<file path="src/async_mem_pkg.sv">
// Purpose: Shared constants and carrier types for the asynchronous memory cycle sequencer.
// Assumes: One 25 MHz clock; phase counts arrive as plain configuration ports.
// Notes:   Time unit E is one clock at full rate or two clocks at half rate.
package async_mem_pkg;

    // ==========================================================
    // Widths and timing constants
    // ==========================================================
    localparam int WORD_ADDR_W      = 21;
    localparam int BANK_ADDR_W      = 2;
    localparam int DATA_W           = 16;
    localparam int CS_COUNT         = 4;
    localparam int CS_SEL_W         = 2;
    localparam int PHASE_W          = 8;
    localparam int WAIT_UNITS_W     = 12;
    localparam int UNITS_PER_WAIT   = 16;
    localparam int WAIT_RELEASE_UNITS = 4;
    localparam int HALF_RATE_DIV    = 2;

    // ==========================================================
    // Carrier types
    // ==========================================================
    typedef struct packed {
        logic [PHASE_W-1:0] setup;
        logic [PHASE_W-1:0] strobe;
        logic [PHASE_W-1:0] hold;
    } phase_cfg_t;

    typedef struct packed {
        phase_cfg_t         rd;
        phase_cfg_t         wr;
        logic [PHASE_W-1:0] turnaround;
        logic [PHASE_W-1:0] max_wait;
        logic               select_strobe;
        logic               extended_wait_enable;
    } cs_cfg_t;

    typedef struct packed {
        logic                   write;
        logic [CS_SEL_W-1:0]    cs;
        logic [WORD_ADDR_W-1:0] word_addr;
        logic [BANK_ADDR_W-1:0] bank_byte_addr;
        logic [DATA_W-1:0]      wdata;
    } access_req_t;

endpackage : async_mem_pkg

</file>
<file path="src/async_mem_sequencer.sv">
// Function
// - Phases timed in units of one or two clocks
// - Read lasts setup plus strobe plus hold
// - Extended read adds sixteen units per wait
// - Chip select leads read strobe by setup
// - Select-strobe mode switches select with strobe
// - Chip select held read-hold after strobe
// - Word address spans read setup through hold
// - Bank address spans read setup through hold
// - Read strobe width includes wait extension
// - Read strobe rises four units after release
// - Read data captured at strobe rising edge
// - Write lasts phases plus wait extension
// - Chip select leads write strobe by setup
// - Addresses span write setup through hold
// - Write data spans setup through hold
// - Write strobe width includes wait extension
// - Write strobe rises four units after release
// - Counts come from per-select configuration
//
// Purpose: Sequences asynchronous SRAM and flash read and write cycles.
// Assumes: Phase counts are at least one unit; MEM_WAIT_IN is an asynchronous pin.
// Notes:   A wait that stays asserted past the maximum-wait budget is abandoned.
`timescale 1ns/1ps
module async_mem_sequencer #(
    parameter int CS_N = async_mem_pkg::CS_COUNT
) (
    // Clock and reset
    input  wire logic                                        CLOCK,
    input  wire logic                                        RESETN,
    // Configuration
    input  wire logic                                        HALF_RATE,
    input  wire async_mem_pkg::cs_cfg_t [CS_N-1:0]           CS_CFG,
    // Request and answer
    input  wire logic                                        REQ_VALID,
    input  wire async_mem_pkg::access_req_t                  REQ,
    output logic                                             REQ_READY,
    output logic                                             RDATA_VALID,
    output logic [async_mem_pkg::DATA_W-1:0]                 RDATA,
    output logic                                             WAIT_TIMEOUT,
    // Memory pins
    input  wire logic                                        MEM_WAIT_IN,
    input  wire logic [async_mem_pkg::DATA_W-1:0]            MEM_DATA_IN,
    output logic [async_mem_pkg::DATA_W-1:0]                 MEM_DATA_OUT,
    output logic                                             MEM_DATA_OE,
    output logic [CS_N-1:0]                                  CHIP_SELECT_N,
    output logic                                             READ_STROBE_N,
    output logic                                             WRITE_STROBE_N,
    output logic [async_mem_pkg::WORD_ADDR_W-1:0]            WORD_ADDR,
    output logic [async_mem_pkg::BANK_ADDR_W-1:0]            BANK_BYTE_ADDR
);
    if (CS_N != async_mem_pkg::CS_COUNT) begin : g_cs_n_check
        $error("CS_N must equal the chip-select count.");
    end

    // ==========================================================
    // State encoding
    // ==========================================================
    typedef enum logic [4:0] {
        ST_IDLE   = 5'h01,
        ST_SETUP  = 5'h02,
        ST_STROBE = 5'h04,
        ST_HOLD   = 5'h08,
        ST_TURN   = 5'h10
    } state_t;

    // ==========================================================
    // Wait input synchroniser and time unit
    // ==========================================================
    logic wait_meta_reg;
    logic wait_sync_reg;
    logic unit_tick;
    logic tick_restart;

    always_ff @(posedge CLOCK or negedge RESETN) begin
        if (!RESETN) begin
            wait_meta_reg <= 1'b0;
            wait_sync_reg <= 1'b0;
        end else begin
            wait_meta_reg <= MEM_WAIT_IN;
            wait_sync_reg <= wait_meta_reg;
        end
    end

    time_unit_gen u_time_unit_gen (
        .CLOCK     (CLOCK),
        .RESETN    (RESETN),
        .half_rate (HALF_RATE),
        .restart   (tick_restart),
        .unit_tick (unit_tick)
    );

    // ==========================================================
    // Sequencer state
    // ==========================================================
    state_t                                       state_reg, state_next;
    async_mem_pkg::access_req_t                   acc_reg, acc_next;
    async_mem_pkg::cs_cfg_t                       cfg_reg, cfg_next;
    logic [async_mem_pkg::PHASE_W-1:0]            cnt_reg, cnt_next;
    logic [async_mem_pkg::WAIT_UNITS_W-1:0]       ext_reg, ext_next;
    logic [async_mem_pkg::PHASE_W-1:0]            ewc_reg, ewc_next;
    logic                                         waited_reg, waited_next;
    logic [CS_N-1:0]                              cs_n_reg, cs_n_next;
    logic                                         rd_n_reg, rd_n_next;
    logic                                         wr_n_reg, wr_n_next;
    logic                                         doe_reg, doe_next;
    logic                                         rvalid_reg, rvalid_next;
    logic [async_mem_pkg::DATA_W-1:0]             rdata_reg, rdata_next;
    logic                                         tmo_reg, tmo_next;
    logic                                         ready_reg, ready_next;

    async_mem_pkg::phase_cfg_t ph;
    logic [CS_N-1:0]           cs_onehot;

    assign tick_restart = (state_reg == ST_IDLE);

    always_comb begin
        state_next  = state_reg;
        acc_next    = acc_reg;
        cfg_next    = cfg_reg;
        cnt_next    = cnt_reg;
        ext_next    = ext_reg;
        ewc_next    = ewc_reg;
        waited_next = waited_reg;
        cs_n_next   = cs_n_reg;
        rd_n_next   = rd_n_reg;
        wr_n_next   = wr_n_reg;
        doe_next    = doe_reg;
        rvalid_next = 1'b0;
        rdata_next  = rdata_reg;
        tmo_next    = 1'b0;
        ready_next  = ready_reg;
        ph          = acc_reg.write ? cfg_reg.wr : cfg_reg.rd;
        cs_onehot   = '0;
        cs_onehot[acc_reg.cs] = 1'b1;
        case (state_reg)
            ST_IDLE: begin
                cs_n_next = '1;
                rd_n_next = 1'b1;
                wr_n_next = 1'b1;
                doe_next  = 1'b0;
                if (REQ_VALID && ready_reg) begin
                    acc_next    = REQ;
                    cfg_next    = CS_CFG[REQ.cs];
                    ready_next  = 1'b0;
                    ext_next    = '0;
                    ewc_next    = '0;
                    waited_next = 1'b0;
                    state_next  = ST_SETUP;
                    cnt_next    = REQ.write ? CS_CFG[REQ.cs].wr.setup : CS_CFG[REQ.cs].rd.setup;
                    if (!CS_CFG[REQ.cs].select_strobe) begin
                        cs_n_next = '1;
                        cs_n_next[REQ.cs] = 1'b0;
                    end
                    doe_next = REQ.write;
                end
            end
            ST_SETUP: begin
                if (unit_tick) begin
                    if (cnt_reg <= 8'h01) begin
                        state_next = ST_STROBE;
                        cnt_next   = ph.strobe;
                        cs_n_next  = ~cs_onehot;
                        rd_n_next  = acc_reg.write;
                        wr_n_next  = !acc_reg.write;
                    end else begin
                        cnt_next = cnt_reg - 8'h01;
                    end
                end
            end
            ST_STROBE: begin
                if (unit_tick) begin
                    if (cfg_reg.extended_wait_enable && wait_sync_reg && !waited_reg
                        && cnt_reg <= 8'h04 && ext_reg == '0) begin
                        waited_next = 1'b1;
                        ext_next = 12'(async_mem_pkg::UNITS_PER_WAIT);
                        ewc_next = 8'h01;
                    end
                    if (ext_reg != '0) begin
                        if (!wait_sync_reg && ext_reg > 12'(async_mem_pkg::WAIT_RELEASE_UNITS)) begin
                            // The strobe must rise a fixed time after release, so the rest of the
                            // programmed strobe is dropped and only the release units remain.
                            ext_next = 12'(async_mem_pkg::WAIT_RELEASE_UNITS - 1);
                            cnt_next = 8'h01;
                        end else if (ext_reg == 12'h001 && wait_sync_reg) begin
                            if (ewc_reg >= cfg_reg.max_wait) begin
                                tmo_next = 1'b1;
                                ext_next = '0;
                                cnt_next = 8'h01;
                            end else begin
                                ext_next = 12'(async_mem_pkg::UNITS_PER_WAIT);
                                ewc_next = ewc_reg + 8'h01;
                            end
                        end else begin
                            ext_next = ext_reg - 12'h001;
                        end
                    end else if (cnt_reg > 8'h01) begin
                        cnt_next = cnt_reg - 8'h01;
                    end else if (!(cfg_reg.extended_wait_enable && wait_sync_reg && !waited_reg)) begin
                        state_next = ST_HOLD;
                        cnt_next   = ph.hold;
                        rd_n_next  = 1'b1;
                        wr_n_next  = 1'b1;
                        if (!acc_reg.write) begin
                            rdata_next  = MEM_DATA_IN;
                            rvalid_next = 1'b1;
                        end
                        if (cfg_reg.select_strobe) begin
                            cs_n_next = '1;
                        end
                    end
                end
            end
            ST_HOLD: begin
                if (unit_tick) begin
                    if (cnt_reg <= 8'h01) begin
                        state_next = ST_TURN;
                        cnt_next   = cfg_reg.turnaround;
                        cs_n_next  = '1;
                        doe_next   = 1'b0;
                    end else begin
                        cnt_next = cnt_reg - 8'h01;
                    end
                end
            end
            ST_TURN: begin
                if (unit_tick) begin
                    if (cnt_reg <= 8'h01) begin
                        state_next = ST_IDLE;
                        ready_next = 1'b1;
                    end else begin
                        cnt_next = cnt_reg - 8'h01;
                    end
                end
            end
            default: begin
                state_next = ST_IDLE;
                ready_next = 1'b1;
            end
        endcase
    end

    always_ff @(posedge CLOCK or negedge RESETN) begin
        if (!RESETN) begin
            state_reg  <= ST_IDLE;
            acc_reg    <= '0;
            cfg_reg    <= '0;
            cnt_reg    <= '0;
            ext_reg    <= '0;
            ewc_reg    <= '0;
            waited_reg <= 1'b0;
            cs_n_reg   <= '1;
            rd_n_reg   <= 1'b1;
            wr_n_reg   <= 1'b1;
            doe_reg    <= 1'b0;
            rvalid_reg <= 1'b0;
            rdata_reg  <= '0;
            tmo_reg    <= 1'b0;
            ready_reg  <= 1'b1;
        end else begin
            state_reg  <= state_next;
            acc_reg    <= acc_next;
            cfg_reg    <= cfg_next;
            cnt_reg    <= cnt_next;
            ext_reg    <= ext_next;
            ewc_reg    <= ewc_next;
            waited_reg <= waited_next;
            cs_n_reg   <= cs_n_next;
            rd_n_reg   <= rd_n_next;
            wr_n_reg   <= wr_n_next;
            doe_reg    <= doe_next;
            rvalid_reg <= rvalid_next;
            rdata_reg  <= rdata_next;
            tmo_reg    <= tmo_next;
            ready_reg  <= ready_next;
        end
    end

    // ==========================================================
    // Outputs
    // ==========================================================
    // Address and data registers load at request and stay until the next one.
    assign WORD_ADDR      = acc_reg.word_addr;
    assign BANK_BYTE_ADDR = acc_reg.bank_byte_addr;
    assign MEM_DATA_OUT   = acc_reg.wdata;
    assign MEM_DATA_OE    = doe_reg;
    assign CHIP_SELECT_N  = cs_n_reg;
    assign READ_STROBE_N  = rd_n_reg;
    assign WRITE_STROBE_N = wr_n_reg;
    assign REQ_READY      = ready_reg;
    assign RDATA_VALID    = rvalid_reg;
    assign RDATA          = rdata_reg;
    assign WAIT_TIMEOUT   = tmo_reg;

endmodule : async_mem_sequencer

</file>
<file path="src/time_unit_gen.sv">
// Purpose: Produces the one-cycle enable that marks each time unit E.
// Assumes: half_rate comes from logic on the same clock.
// Notes:   The divider restarts when restart is high so a unit begins cleanly.
`timescale 1ns/1ps
module time_unit_gen (
    // Clock and reset
    input  wire logic CLOCK,
    input  wire logic RESETN,
    // Control
    input  wire logic half_rate,
    input  wire logic restart,
    // Output
    output logic      unit_tick
);
    // ==========================================================
    // Divider
    // ==========================================================
    logic div_reg;
    logic div_next;

    always_comb begin
        if (restart || !half_rate) begin
            div_next = 1'b0;
        end else begin
            div_next = ~div_reg;
        end
    end

    always_ff @(posedge CLOCK or negedge RESETN) begin
        if (!RESETN) begin
            div_reg <= 1'b0;
        end else begin
            div_reg <= div_next;
        end
    end

    assign unit_tick = !half_rate || div_reg;

endmodule : time_unit_gen

</file>
<file path="config.mk">
export PLATFORM = sky130hd
export DESIGN_NAME = async_mem_sequencer
export DESIGN_NICKNAME = d
export VERILOG_FILES = /design/src/async_mem_pkg.sv /design/src/async_mem_sequencer.sv /design/src/time_unit_gen.sv
export SDC_FILE = /design/constraint.sdc
export NUM_CORES = 1
export LEC_CHECK = 0
export ABC_AREA = 1
export BUFFER_PORTS_ARGS = -buffer_cell sky130_fd_sc_hd__buf_4
export CAP_MARGIN = 20
export CORE_ASPECT_RATIO = 0.6
export CORE_MARGIN = 2
export CORE_UTILIZATION = 54
export CTS_CLUSTER_SIZE = 40
export DETAILED_ROUTE_END_ITERATION = 10
export GPL_TIMING_DRIVEN = 0
export PLACE_DENSITY = 0.87
export SKIP_CTS_REPAIR_TIMING = 1
export SLEW_MARGIN = 30
export SYNTH_ARGS = -nofsm -noshare
export SYNTH_HDL_FRONTEND = slang
export SYNTH_SLANG_ARGS = --single-unit
</file>
<file path="constraint.sdc">
create_clock -name CLOCK -period 5 [get_ports CLOCK]
set_input_delay 1 -clock CLOCK [delete_from_list [all_inputs] [get_ports CLOCK]]
set_output_delay 1 -clock CLOCK [all_outputs]
set_load 0.03 [all_outputs]
</file>
==> impl_metrics.prom, run 1 <==
# TYPE chip_impl_metric gauge
chip_impl_metric{name="grt_pass1_vias",unit=""} 11400
chip_impl_info{name="yosys_most_used_dff",value="dfrtp_1"} 1
chip_impl_metric{name="initial_antenna_violation_count",unit=""} 0
chip_impl_metric{name="share_comb_of_total_power",unit=""} 0.131
chip_impl_info{name="worstSetupPathType",value="reg -> reg"} 1
chip_impl_metric{name="post_syn_area",unit="µm²"} 10100
chip_impl_metric{name="register_to_register_path_depth",unit=""} 14
chip_impl_metric{name="finalClockSkew",unit="ns"} 0.0124
chip_impl_metric{name="static-leakage-power",unit="µW"} 0.00770
chip_impl_metric{name="largest_reg_flops",unit=""} 50
chip_impl_metric{name="insertion_delay",unit="ns"} 0.44
chip_impl_metric{name="synth.ff_latch_count",unit=""} 155
chip_impl_metric{name="worst-r2r-setup-slack",unit="ns"} 2.53
chip_impl_metric{name="number_of_detailed_routing_iterations_run_before_antenna_repair",unit=""} 6
chip_impl_metric{name="fmax",unit="MHz"} 406
chip_impl_metric{name="inserted_diodes",unit=""} 0
chip_impl_metric{name="seqPwrFrac",unit=""} 0.424
chip_impl_info{name="worstSetupEndpoint",value="cnt_reg[6]"} 1
chip_impl_info{name="timing.critical_path.from",value="cnt_reg[0]"} 1
chip_impl_metric{name="die_height",unit="µm"} 110
chip_impl_info{name="yosys.cell_count.top_type",value="nand2_1"} 1
chip_impl_metric{name="post-route-drc-count",unit=""} 0
chip_impl_metric{name="finalWeightedCongestion",unit=""} 0.948
chip_impl_metric{name="ios",unit=""} 392
chip_impl_metric{name="die_area",unit="µm²"} 19800
chip_impl_metric{name="number_of_distinct_standard_cells_referenced_by_the_synthesized_netlist",unit=""} 42
chip_impl_metric{name="ys_seq_area_frac",unit=""} 0.386
chip_impl_metric{name="core.rowCount",unit=""} 38
chip_impl_metric{name="final-setup-viol-count",unit=""} 0
chip_impl_metric{name="postSynthNetCount",unit=""} 1871
chip_impl_metric{name="clkSlewWorstSetupHoldPaths",unit="ns"} 0.07
chip_impl_metric{name="route.final.wire_length",unit="µm"} 38700
chip_impl_metric{name="slew_violations",unit=""} 0
chip_impl_metric{name="first_iter_violations",unit=""} 1473
chip_impl_metric{name="max_slew_margin",unit=""} 0.469
chip_impl_metric{name="synthToLayoutAreaGrowth",unit="%"} 38.1
chip_impl_metric{name="timing.final.hold_violations",unit=""} 0
chip_impl_info{name="worst_setup_path_start_kind",value="register"} 1
chip_impl_metric{name="dp_cells",unit=""} 2160
chip_impl_metric{name="clock_tree.buffer_depth",unit=""} 2
chip_impl_info{name="result_of_the_run",value="finished clean"} 1
chip_impl_metric{name="syn-instance-count",unit=""} 1529
chip_impl_info{name="rr_endpoint",value="cnt_reg[6]"} 1
chip_impl_metric{name="dp_hpwl",unit="µm"} 30700
chip_impl_metric{name="yosysTopAreaCellShare",unit=""} 0.365
chip_impl_metric{name="grt.overflow.total",unit=""} 0
chip_impl_metric{name="max-cap-violations",unit=""} 0
chip_impl_metric{name="synth-async-reset-ratio",unit=""} 1.00
chip_impl_metric{name="largest_net_degree_at_the_start_of_global_routing",unit=""} 80
chip_impl_metric{name="core_area",unit="µm²"} 18200
chip_impl_metric{name="clock_sinks",unit=""} 155
chip_impl_metric{name="ys.warnings.count",unit=""} 0
chip_impl_info{name="grt_setup_unrepaired",value="false"} 1
chip_impl_metric{name="synth_edf_count",unit=""} 0
chip_impl_metric{name="num_vias",unit=""} 11900
chip_impl_metric{name="grtUsageTotal",unit=""} 0.392
chip_impl_metric{name="detail-route-antenna-nets",unit=""} 0
chip_impl_metric{name="nNetsFinal",unit=""} 2281
chip_impl_metric{name="post_route_cells_drive_above_1_share",unit=""} 0.272
chip_impl_info{name="ctsRootBufferMaster",value="clkbuf_16"} 1
chip_impl_info{name="crit-reg2reg-launch",value="cnt_reg[0]"} 1
chip_impl_metric{name="worst-path-max-fanout",unit=""} 10
chip_impl_metric{name="fin_crit_sh",unit=""} 0.493
chip_impl_metric{name="syn_avg_cell_area",unit="µm²"} 6.59
chip_impl_info{name="synth.top_cells.by_count",value="nand2_1, dfrtp_1, inv_1, nand3_1, o21ai_0"} 1
chip_impl_metric{name="fin_crit",unit="ns"} 2.47
chip_impl_metric{name="intPower",unit="µW"} 2210
chip_impl_metric{name="wl_per_cell",unit="µm"} 17.7
chip_impl_metric{name="crit_arrival",unit="ns"} 2.79
chip_impl_metric{name="worstPathRequired",unit="ns"} 5.32
chip_impl_info{name="hold_path_class",value="reg -> reg"} 1
chip_impl_metric{name="first_pass_grt_wire_length",unit="µm"} 59800
chip_impl_info{name="synth.top_cells.by_area",value="dfrtp_1, nand2_1, inv_1"} 1
chip_impl_info{name="synth_largest_area_cell",value="dfrtp_1"} 1
chip_impl_metric{name="worstMarginPinSlew",unit="ns"} 0.796
chip_impl_metric{name="irDropWorstVdd",unit="mV"} 0.236
chip_impl_info{name="clock_tree_from_tritoncts",value="done"} 1
chip_impl_metric{name="power.density_cell_area",unit="nW/µm²"} 213
chip_impl_metric{name="p_sw_frac",unit=""} 0.255
chip_impl_metric{name="setup-tns-final",unit="ns"} 0
chip_impl_metric{name="number_of_port_buffers",unit=""} 390
chip_impl_metric{name="initial_utilization",unit=""} 0.555
chip_impl_metric{name="tritoncts.num_buffers",unit=""} 17
chip_impl_info{name="worst_setup_path_end_kind",value="register"} 1
chip_impl_metric{name="layoutNonFillerInstCount",unit=""} 2191
chip_impl_metric{name="p_sw",unit="µW"} 756
chip_impl_metric{name="drt-vias-per-instance",unit=""} 5.44
chip_impl_metric{name="htreeDepth",unit=""} 4
chip_impl_metric{name="horizontal_extent_of_the_die",unit="µm"} 180
chip_impl_metric{name="clock_power_share",unit=""} 0.444
==> stage by stage <==
step	util	power [µW]	instance area, µm²	setup WS (ns)	hold WS (ns)
after floorplan	-	1390	10100	2.88	0.331
after global placement	0.732	1660	13300	2.14	0.332
after detailed placement	0.734	1660	13300	2.22	0.358
after CTS	0.766	2950	13900	2.64	0.374
after global routing	0.766	3040	13900	2.35	0.387
final	0.766	2960	13900	2.53	0.374
==> per-layer routing <==
metal	track usage	up-vias	share of wire
met3	0.105	64	0.11
met2	0.595	678	0.44
li1	-	5597	-
met1	0.557	5574	0.44
met5	0	-	0
met4	0.104	0	0.018
==> critical path, stage by stage, from the launching register on <==
cell,delay [ns]
dfrtp_1,0.43
inv_1,0.20
ha_1,0.30
nor2_1,0.06
nor2_1,0.10
nand2_1,0.10
clkbuf_1,0.25
nand2_1,0.22
inv_1,0.07
nor2_1,0.20
nand3_1,0.12
nand2_1,0.11
nand2_1,0.06
nand2_1,0.07
nand2_1,0.05
==> cell families after synthesis <==
logic type / count (synthesis) / share of synthesized area
AND/OR/NAND/NOR: 1028 / 0.431
buffers and inverters: 216 / 0.102
flip-flops: 155 / 0.386
AO/OA/AOI/OAI: 110 / 0.0574
adder cells (fa/ha/maj): 15 / 0.0186
XOR/XNOR: 5 / 0.00435
==> worst min-delay path by stage <==
| stage | start | endpoint | slack [ns] | cells past startpoint |
|---|---|---|---|---|
| after floorplan | wait_meta_reg | wait_sync_reg | 0.33 | 0 |
| after global placement | wait_meta_reg | wait_sync_reg | 0.33 | 0 |
| after detailed placement | wait_meta_reg | wait_sync_reg | 0.36 | 0 |
| after CTS | wait_meta_reg | wait_sync_reg | 0.37 | 0 |
| after global routing | wait_meta_reg | wait_sync_reg | 0.39 | 0 |
| final | wait_meta_reg | wait_sync_reg | 0.37 | 0 |
==> cell type report <==
| type | count | area (µm²) |
|---|---|---|
| inverters | 117 | 443 |
| well taps | 240 | 300 |
| plain buffers | 99 | 588 |
| multi-input cells | 1158 | 5150 |
| repair buffers | 391 | 2960 |
| clock buffers | 19 | 433 |
| flip-flops and latches | 155 | 3890 |
| fillers | 1441 | 4250 |
| clock inverters | 12 | 141 |
==> power groups by stage <==
stage	logic (µW)	registers, µW	clock network [µW]
finish	389	1260	1320
CTS	385	1260	1310
floorplan	114	1280	0
global route	425	1260	1350
global placement	375	1280	0
detailed placement	382	1280	0
==> layout by cell type, fill, tap and decap left out, types with 2 or more instances in the layout <==
master      count
nand2_1       761
buf_4         439
dfrtp_1       147
inv_1         113
nand3_1        80
o21ai_0        76
nor2_1         71
nand4_1        66
clkbuf_1       32
a21oi_1        23
clkbuf_16      17
ha_1           15
buf_2          11
nor2_2          9
nor3_1          9
dfstp_2         8
nor2_4          7
nand3b_1        7
buf_1           6
nand2_2         5
clkinvlp_4      4
nand3_2         3
or2_2           3
xnor2_1         3
inv_6           3
inv_2           2
nand3_4         2
nor3_4          2
clkinv_2        2
buf_6           2
o21ai_2         2
xor2_1          2
bufinv_16       2
(Power assumes the default switching activity.)
==> inputs of run 2 (changes only) <==
- ABC_AREA: 1 -> 0
- CORE_UTILIZATION: 54 -> 49
- PLACE_DENSITY: 0.87 -> 0.81
- clock period: 5 -> 2.55 ns (I/O delays scaled with it)
==> impl_metrics.prom, run 2 <==
# TYPE chip_impl_metric gauge
chip_impl_info{name="result_of_the_run",value="finished, violations left"} 1
chip_impl_info{name="failed_checks",value="setup timing"} 1
chip_impl_info{name="layout.cells.most_common",value="buf_4"} 1
chip_impl_info{name="worst_setup_path_start_kind",value="register"} 1
chip_impl_metric{name="seqPwrFrac",unit=""} 0.304
chip_impl_metric{name="post_syn_area",unit="µm²"} 9510
chip_impl_metric{name="synthToLayoutAreaGrowth",unit="%"} 43.8
chip_impl_metric{name="fin_crit",unit="ns"} 2.91
chip_impl_metric{name="setup_ws_final",unit="ns"} -0.359
chip_impl_metric{name="synth.ff_latch_count",unit=""} 155
chip_impl_info{name="synth.top_cells.by_count",value="nand2_1, dfrtp_1, mux4_2, nor2_1, buf_4"} 1
chip_impl_metric{name="power.total",unit="µW"} 13400
chip_impl_metric{name="final.fill_count",unit=""} 1367
chip_impl_metric{name="synth-async-reset-ratio",unit=""} 1.00
chip_impl_metric{name="number_of_port_buffers",unit=""} 388
chip_impl_metric{name="die_area",unit="µm²"} 20600
chip_impl_metric{name="post-route-drc-count",unit=""} 0
chip_impl_metric{name="nNetsFinal",unit=""} 1697
chip_impl_metric{name="number_of_detailed_routing_iterations_run_before_antenna_repair",unit=""} 6
chip_impl_info{name="worst_setup_path_end_kind",value="register"} 1
chip_impl_info{name="synth.top_cells.by_area",value="dfrtp_1, mux4_2, nand2_1"} 1
chip_impl_metric{name="fin_crit_sh",unit=""} 1.14
chip_impl_metric{name="timing.final.hold_violations",unit=""} 0
chip_impl_metric{name="largest_net_degree_at_the_start_of_global_routing",unit=""} 79
chip_impl_metric{name="final-setup-viol-count",unit=""} 27
chip_impl_info{name="yosys.cell_count.top_type",value="nand2_1"} 1
chip_impl_metric{name="initial_antenna_violation_count",unit=""} 1
chip_impl_metric{name="static-leakage-power",unit="µW"} 0.00674
chip_impl_info{name="yosys_most_used_dff",value="dfrtp_1"} 1
chip_impl_metric{name="postSynthNetCount",unit=""} 1281
chip_impl_metric{name="route.final.wire_length",unit="µm"} 35100
chip_impl_metric{name="critPathBufInv",unit=""} 1
chip_impl_metric{name="syn_avg_cell_area",unit="µm²"} 10.1
chip_impl_metric{name="detail-route-antenna-nets",unit=""} 0
chip_impl_metric{name="tritoncts.num_buffers",unit=""} 17
chip_impl_metric{name="p_sw",unit="µW"} 5580
chip_impl_metric{name="timing.critical_path.slowest_cell_delay",unit="ns"} 0.53
chip_impl_info{name="critical_path.top_delay_family",value="simple AND/OR/NAND/NOR gates"} 1
chip_impl_metric{name="insertion_delay",unit="ns"} 0.44
chip_impl_metric{name="fmax",unit="MHz"} 344
chip_impl_metric{name="clock_power_share",unit=""} 0.203
chip_impl_metric{name="finalClockSkew",unit="ns"} 0.00968
chip_impl_metric{name="grtUsageTotal",unit=""} 0.343
chip_impl_info{name="worstSetupPathType",value="reg -> reg"} 1
chip_impl_metric{name="dp_cells",unit=""} 1574
chip_impl_metric{name="ys.warnings.count",unit=""} 0
chip_impl_info{name="grt_setup_unrepaired",value="true"} 1
chip_impl_metric{name="ios",unit=""} 392
chip_impl_metric{name="htreeDepth",unit=""} 4
chip_impl_metric{name="p_sw_frac",unit=""} 0.415
chip_impl_metric{name="finalInstanceArea",unit="µm²"} 13700
chip_impl_metric{name="worst-path-max-fanout",unit=""} 8
chip_impl_metric{name="worstMarginPinSlew",unit="ns"} 0.842
chip_impl_metric{name="layoutNonFillerInstCount",unit=""} 1615
chip_impl_metric{name="grt.overflow.total",unit=""} 0
chip_impl_metric{name="num_vias",unit=""} 9378
chip_impl_metric{name="max_slew_margin",unit=""} 0.439
chip_impl_metric{name="wl_per_cell",unit="µm"} 21.8
chip_impl_metric{name="syn-instance-count",unit=""} 939
chip_impl_metric{name="irDropWorstVdd",unit="mV"} 0.630
chip_impl_info{name="ctsRootBufferMaster",value="clkbuf_16"} 1
chip_impl_metric{name="initial_utilization",unit=""} 0.500
chip_impl_metric{name="slew_violations",unit=""} 0
chip_impl_info{name="hold_path_class",value="in -> async"} 1
chip_impl_info{name="final_cell_mix",value="buf_4, nand2_1, dfrtp_1, mux4_2, nor2_1"} 1
chip_impl_metric{name="clock_sinks",unit=""} 155
chip_impl_info{name="clock_tree_from_tritoncts",value="done"} 1
chip_impl_metric{name="intPower",unit="µW"} 7870
chip_impl_metric{name="detailed_place.area",unit="µm²"} 12800
chip_impl_metric{name="dp_hpwl",unit="µm"} 27400
chip_impl_info{name="synth_largest_area_cell",value="dfrtp_1"} 1
chip_impl_metric{name="first_pass_grt_wire_length",unit="µm"} 52400
chip_impl_metric{name="core_area",unit="µm²"} 19000
chip_impl_info{name="crit_chain",value="ha_4, nand4_1, or4b_4, or4_4, a32oi_4, and2_4, buf_8, mux2_4"} 1
chip_impl_metric{name="number_of_distinct_standard_cells_referenced_by_the_synthesized_netlist",unit=""} 68
chip_impl_metric{name="first_iter_violations",unit=""} 925
chip_impl_metric{name="crit_arrival",unit="ns"} 3.23
chip_impl_metric{name="horizontal_extent_of_the_die",unit="µm"} 184
chip_impl_metric{name="max-cap-violations",unit=""} 0
chip_impl_metric{name="post_route_cells_drive_above_1_share",unit=""} 0.471
chip_impl_metric{name="grt_pass1_vias",unit=""} 9343
chip_impl_metric{name="worstPathRequired",unit="ns"} 2.87
chip_impl_metric{name="core.rowCount",unit=""} 39
chip_impl_metric{name="drt-vias-per-instance",unit=""} 5.81
chip_impl_metric{name="finalWeightedCongestion",unit=""} 0.983
chip_impl_metric{name="clkSlewWorstSetupHoldPaths",unit="ns"} 0.07
chip_impl_metric{name="largest_reg_flops",unit=""} 50
chip_impl_metric{name="die_height",unit="µm"} 112
chip_impl_metric{name="share_comb_of_total_power",unit=""} 0.494
chip_impl_metric{name="ys_seq_area_frac",unit=""} 0.409
chip_impl_metric{name="clock_tree.buffer_depth",unit=""} 2
chip_impl_info{name="crit_path_top_delay_cell",value="or4b_4"} 1
chip_impl_metric{name="power.density_cell_area",unit="nW/µm²"} 983
chip_impl_metric{name="synth_edf_count",unit=""} 0
chip_impl_metric{name="yosysTopAreaCellShare",unit=""} 0.387
run 2: cell types whose count changed in the layout (fill, tap and decap cells not counted), sizes merged, moves of 11 or more:
cell,change
nand3,-65
inv,-93
a211oi,+11
clkbuf,+11
o21ai,-44
mux4,+64
nand4,-63
a21oi,-13
mux2i,+24
mux2,+39
nand2,-506
nor2,-43
run 2: final timing paths:
path | from | to | slack [ns] | cells past startpoint
max in group asynchronous | RESETN | CHIP_SELECT_N[2] | 1.64 | 2
worst min-delay path | RESETN | WORD_ADDR[13] | 0.06 | 1
worst max-delay path | ewc_reg[6] | cnt_reg[3] | -0.36 | 8
min in group CLOCK | MEM_WAIT_IN | wait_meta_reg | 0.18 | 1
worst max register to register | ewc_reg[6] | cnt_reg[3] | -0.36 | 8
worst min register to register | wait_meta_reg | wait_sync_reg | 0.35 | 0
run 2: logic make-up after synthesis:
family,count (synthesis),synth area share
DFF,155,0.409
xor gates and xnor gates,15,0.0138
and+or+nand+nor,398,0.189
adders and majority gates,15,0.0197
AOI/OAI and AO/OA,113,0.0823
buffers and inverters,116,0.0633
muxes,127,0.223
run 2: routing by layer:
layer	vias to the layer above	global-route usage	wire length, µm
met4	0	0.135	1220
met2	553	0.531	16300
met3	85	0.0824	3650
met1	4586	0.471	13900
met5	-	0	0
li1	4154	-	-
run 2: worst register-to-register path: cells and delay by family (launching register included):
family / cells / cell delay [ns]
buffers and inverters: 1 / 0.14
flip-flops: 1 / 0.46
AO/OA/AOI/OAI: 1 / 0.30
AND/OR/NAND/NOR: 4 / 1.28
adder cells (fa/ha/maj): 1 / 0.29
multiplexers: 1 / 0.33
run 2: power groups by stage:
stage | logic [µW] | registers [µW] | clock network [µW]
after floorplan | 4230 | 3960 | 0
final | 6640 | 4080 | 2720
after CTS | 6370 | 4010 | 2740
after global routing | 7170 | 4180 | 2860
after detailed placement | 6310 | 4030 | 0
after global placement | 6160 | 3990 | 0
run 2: cell type report:
class	count	area [µm²]	area share
Antenna cell	1	2.50	0.000183
Buffer	93	564	0.0413
Clock buffer	18	439	0.0321
Clock inverter	14	184	0.0135
Inverter	20	75.1	0.00549
Multi-Input combinational cell	669	5180	0.379
Sequential cell	155	3890	0.285
Tap cell	246	308	0.0225
Timing Repair Buffer	399	3020	0.221
run 2: stage by stage:
stage,hold slack (ns),worst slack [ns],utilization,setup TNS [ns]
after detailed placement,0.337,-0.806,0.673,-61.99
final,0.0566,-0.359,0.718,-4.04
after global placement,0.336,-0.770,0.671,-59.39
after global routing,0.106,-0.383,0.718,-6.74
after CTS,0.0791,-0.710,0.705,-58.93
after floorplan,0.214,-0.238,-,-1.11
==> inputs of run 3 (changes only) <==
- PLACE_DENSITY: 0.81 -> 0.91
==> impl_metrics.prom, run 3 (synthesized netlist as in run 2, its figures left out) <==
# TYPE chip_impl_metric gauge
chip_impl_info{name="final_cell_mix",value="buf_4, nand2_1, dfrtp_1, mux4_2, nor2_1"} 1
chip_impl_metric{name="finalClockSkew",unit="ns"} 0.0157
chip_impl_metric{name="worst-path-max-fanout",unit=""} 8
chip_impl_info{name="grt_setup_unrepaired",value="true"} 1
chip_impl_metric{name="dp_hpwl",unit="µm"} 27800
chip_impl_metric{name="fin_crit_sh",unit=""} 1.11
chip_impl_metric{name="power.density_cell_area",unit="nW/µm²"} 972
chip_impl_metric{name="finalWeightedCongestion",unit=""} 0.991
chip_impl_metric{name="largest_net_degree_at_the_start_of_global_routing",unit=""} 81
chip_impl_metric{name="dp_cells",unit=""} 1574
chip_impl_metric{name="detailed_place.area",unit="µm²"} 12800
chip_impl_metric{name="ios",unit=""} 392
chip_impl_metric{name="static-leakage-power",unit="µW"} 0.00675
chip_impl_metric{name="tritoncts.num_buffers",unit=""} 17
chip_impl_info{name="worst_setup_path_end_kind",value="register"} 1
chip_impl_metric{name="inserted_diodes",unit=""} 0
chip_impl_info{name="critical_path.top_delay_family",value="simple AND/OR/NAND/NOR gates"} 1
chip_impl_metric{name="htreeDepth",unit=""} 4
chip_impl_metric{name="clock_sinks",unit=""} 155
chip_impl_metric{name="cp_num_cells",unit=""} 7
chip_impl_metric{name="largest_reg_flops",unit=""} 50
chip_impl_metric{name="slew_violations",unit=""} 0
chip_impl_info{name="result_of_the_run",value="finished, violations left"} 1
chip_impl_info{name="ctsRootBufferMaster",value="clkbuf_16"} 1
chip_impl_metric{name="grt_pass1_vias",unit=""} 9490
chip_impl_metric{name="core.rowCount",unit=""} 39
chip_impl_info{name="failed_checks",value="setup timing"} 1
chip_impl_metric{name="area_taken_by_multi_input_logic_gates",unit="µm²"} 5260
chip_impl_metric{name="post_route_cells_drive_above_1_share",unit=""} 0.481
chip_impl_info{name="worstSetupPathType",value="reg -> reg"} 1
chip_impl_metric{name="finalInstanceArea",unit="µm²"} 13800
chip_impl_info{name="hold_path_class",value="in -> async"} 1
chip_impl_metric{name="worst-r2r-setup-slack",unit="ns"} -0.29
chip_impl_metric{name="initial_utilization",unit=""} 0.500
chip_impl_metric{name="critPathBufInv",unit=""} 0
chip_impl_info{name="crit-reg2reg-launch",value="ewc_reg[4]"} 1
chip_impl_metric{name="grtUsageTotal",unit=""} 0.346
chip_impl_metric{name="wl_per_cell",unit="µm"} 22.6
chip_impl_info{name="clock_tree_from_tritoncts",value="done"} 1
chip_impl_info{name="layout.cells.most_common",value="buf_4"} 1
chip_impl_metric{name="layoutNonFillerInstCount",unit=""} 1623
chip_impl_info{name="rr_endpoint",value="cnt_reg[6]"} 1
chip_impl_metric{name="post-route-drc-count",unit=""} 0
chip_impl_info{name="crit_chain",value="ha_4, nand4_1, or4b_4, or4_4, a32oi_4, and2_4, mux2_4"} 1
chip_impl_metric{name="first_pass_grt_wire_length",unit="µm"} 53300
chip_impl_metric{name="route.final.wire_length",unit="µm"} 36600
chip_impl_metric{name="worstPathRequired",unit="ns"} 2.86
chip_impl_metric{name="nNetsFinal",unit=""} 1706
chip_impl_metric{name="setup_ws_final",unit="ns"} -0.285
chip_impl_metric{name="clock_tree.buffer_depth",unit=""} 2
chip_impl_metric{name="max_slew_margin",unit=""} 0.499
chip_impl_info{name="crit_path_top_delay_cell",value="or4b_4"} 1
chip_impl_metric{name="core_area",unit="µm²"} 19000
chip_impl_metric{name="timing.final.hold_violations",unit=""} 0
chip_impl_metric{name="footprint_of_the_flip_flops_and_latches",unit="µm²"} 3890
chip_impl_metric{name="number_of_port_buffers",unit=""} 388
chip_impl_info{name="worst_setup_path_start_kind",value="register"} 1
chip_impl_info{name="timing.critical_path.from",value="ewc_reg[4]"} 1
chip_impl_metric{name="die_area",unit="µm²"} 20600
chip_impl_metric{name="drt-vias-per-instance",unit=""} 5.88
chip_impl_metric{name="number_of_detailed_routing_iterations_run_before_antenna_repair",unit=""} 6
chip_impl_metric{name="clkSlewWorstSetupHoldPaths",unit="ns"} 0.07
chip_impl_metric{name="die_height",unit="µm"} 112
chip_impl_metric{name="final-setup-viol-count",unit=""} 19
chip_impl_metric{name="grt.overflow.total",unit=""} 0
chip_impl_metric{name="irDropWorstVdd",unit="mV"} 0.632
chip_impl_metric{name="insertion_delay",unit="ns"} 0.43
chip_impl_metric{name="register_to_register_path_depth",unit=""} 7
chip_impl_metric{name="crit_arrival",unit="ns"} 3.15
chip_impl_metric{name="detail-route-antenna-nets",unit=""} 0
chip_impl_metric{name="first_iter_violations",unit=""} 965
chip_impl_metric{name="fin_crit",unit="ns"} 2.84
chip_impl_metric{name="fmax",unit="MHz"} 353
chip_impl_metric{name="final.fill_count",unit=""} 1310
chip_impl_metric{name="timing.critical_path.slowest_cell_delay",unit="ns"} 0.53
chip_impl_metric{name="initial_antenna_violation_count",unit=""} 0
chip_impl_metric{name="synthToLayoutAreaGrowth",unit="%"} 44.7
chip_impl_metric{name="horizontal_extent_of_the_die",unit="µm"} 184
chip_impl_metric{name="max-cap-violations",unit=""} 0
chip_impl_metric{name="num_vias",unit=""} 9541
chip_impl_metric{name="worstMarginPinSlew",unit="ns"} 0.752
-- run 3: worst max-delay path by stage --
stage | end | slack, ns
global placement | cfg_reg[11] | -0.83
finish | cnt_reg[6] | -0.29
detailed placement | cfg_reg[30] | -0.95
global route | cnt_reg[6] | -0.33
floorplan | cnt_reg[0] | -0.24
CTS | cfg_reg[23] | -0.92
-- run 3: area by class of cell --
cell class / instances / share of cell area
inverter: 20 / 0.00546
clock buffer: 19 / 0.0322
sequential: 155 / 0.283
buffer: 93 / 0.0404
timing repair buffer: 408 / 0.225
tap: 246 / 0.0224
clock inverter: 13 / 0.00946
multi-input combinational: 669 / 0.382
-- run 3: metrics by stage --
stage                     setup slack [ns]  hold slack (ns)  TNS (ns)  utilization  total power (µW)
final                               -0.285           0.0505     -2.44        0.723             13400
after global routing                -0.333            0.102     -4.63        0.723             14100
after CTS                           -0.923           0.0840    -63.91        0.703             12900
after detailed placement            -0.952            0.336    -65.77        0.673             10300
after global placement              -0.833            0.335    -59.60        0.671             10100
after floorplan                     -0.238            0.214     -1.11            -              8190
-- run 3: layer usage --
metal  GRT usage  up-vias  part of all wire
met5           0        -                 0
met4       0.108        0             0.030
met3      0.0919       93              0.10
met2       0.546      610              0.47
met1       0.472     4660              0.40
li1            -     4178                 -
-- run 3: where the power goes --
part / internal [µW] / leakage (µW) / total, µW / switching [µW]
Combinational: 2850 / 0.00453 / 6740 / 3890
Sequential: 3420 / 0.00195 / 4080 / 662
Clock: 1400 / 0.000273 / 2550 / 1150
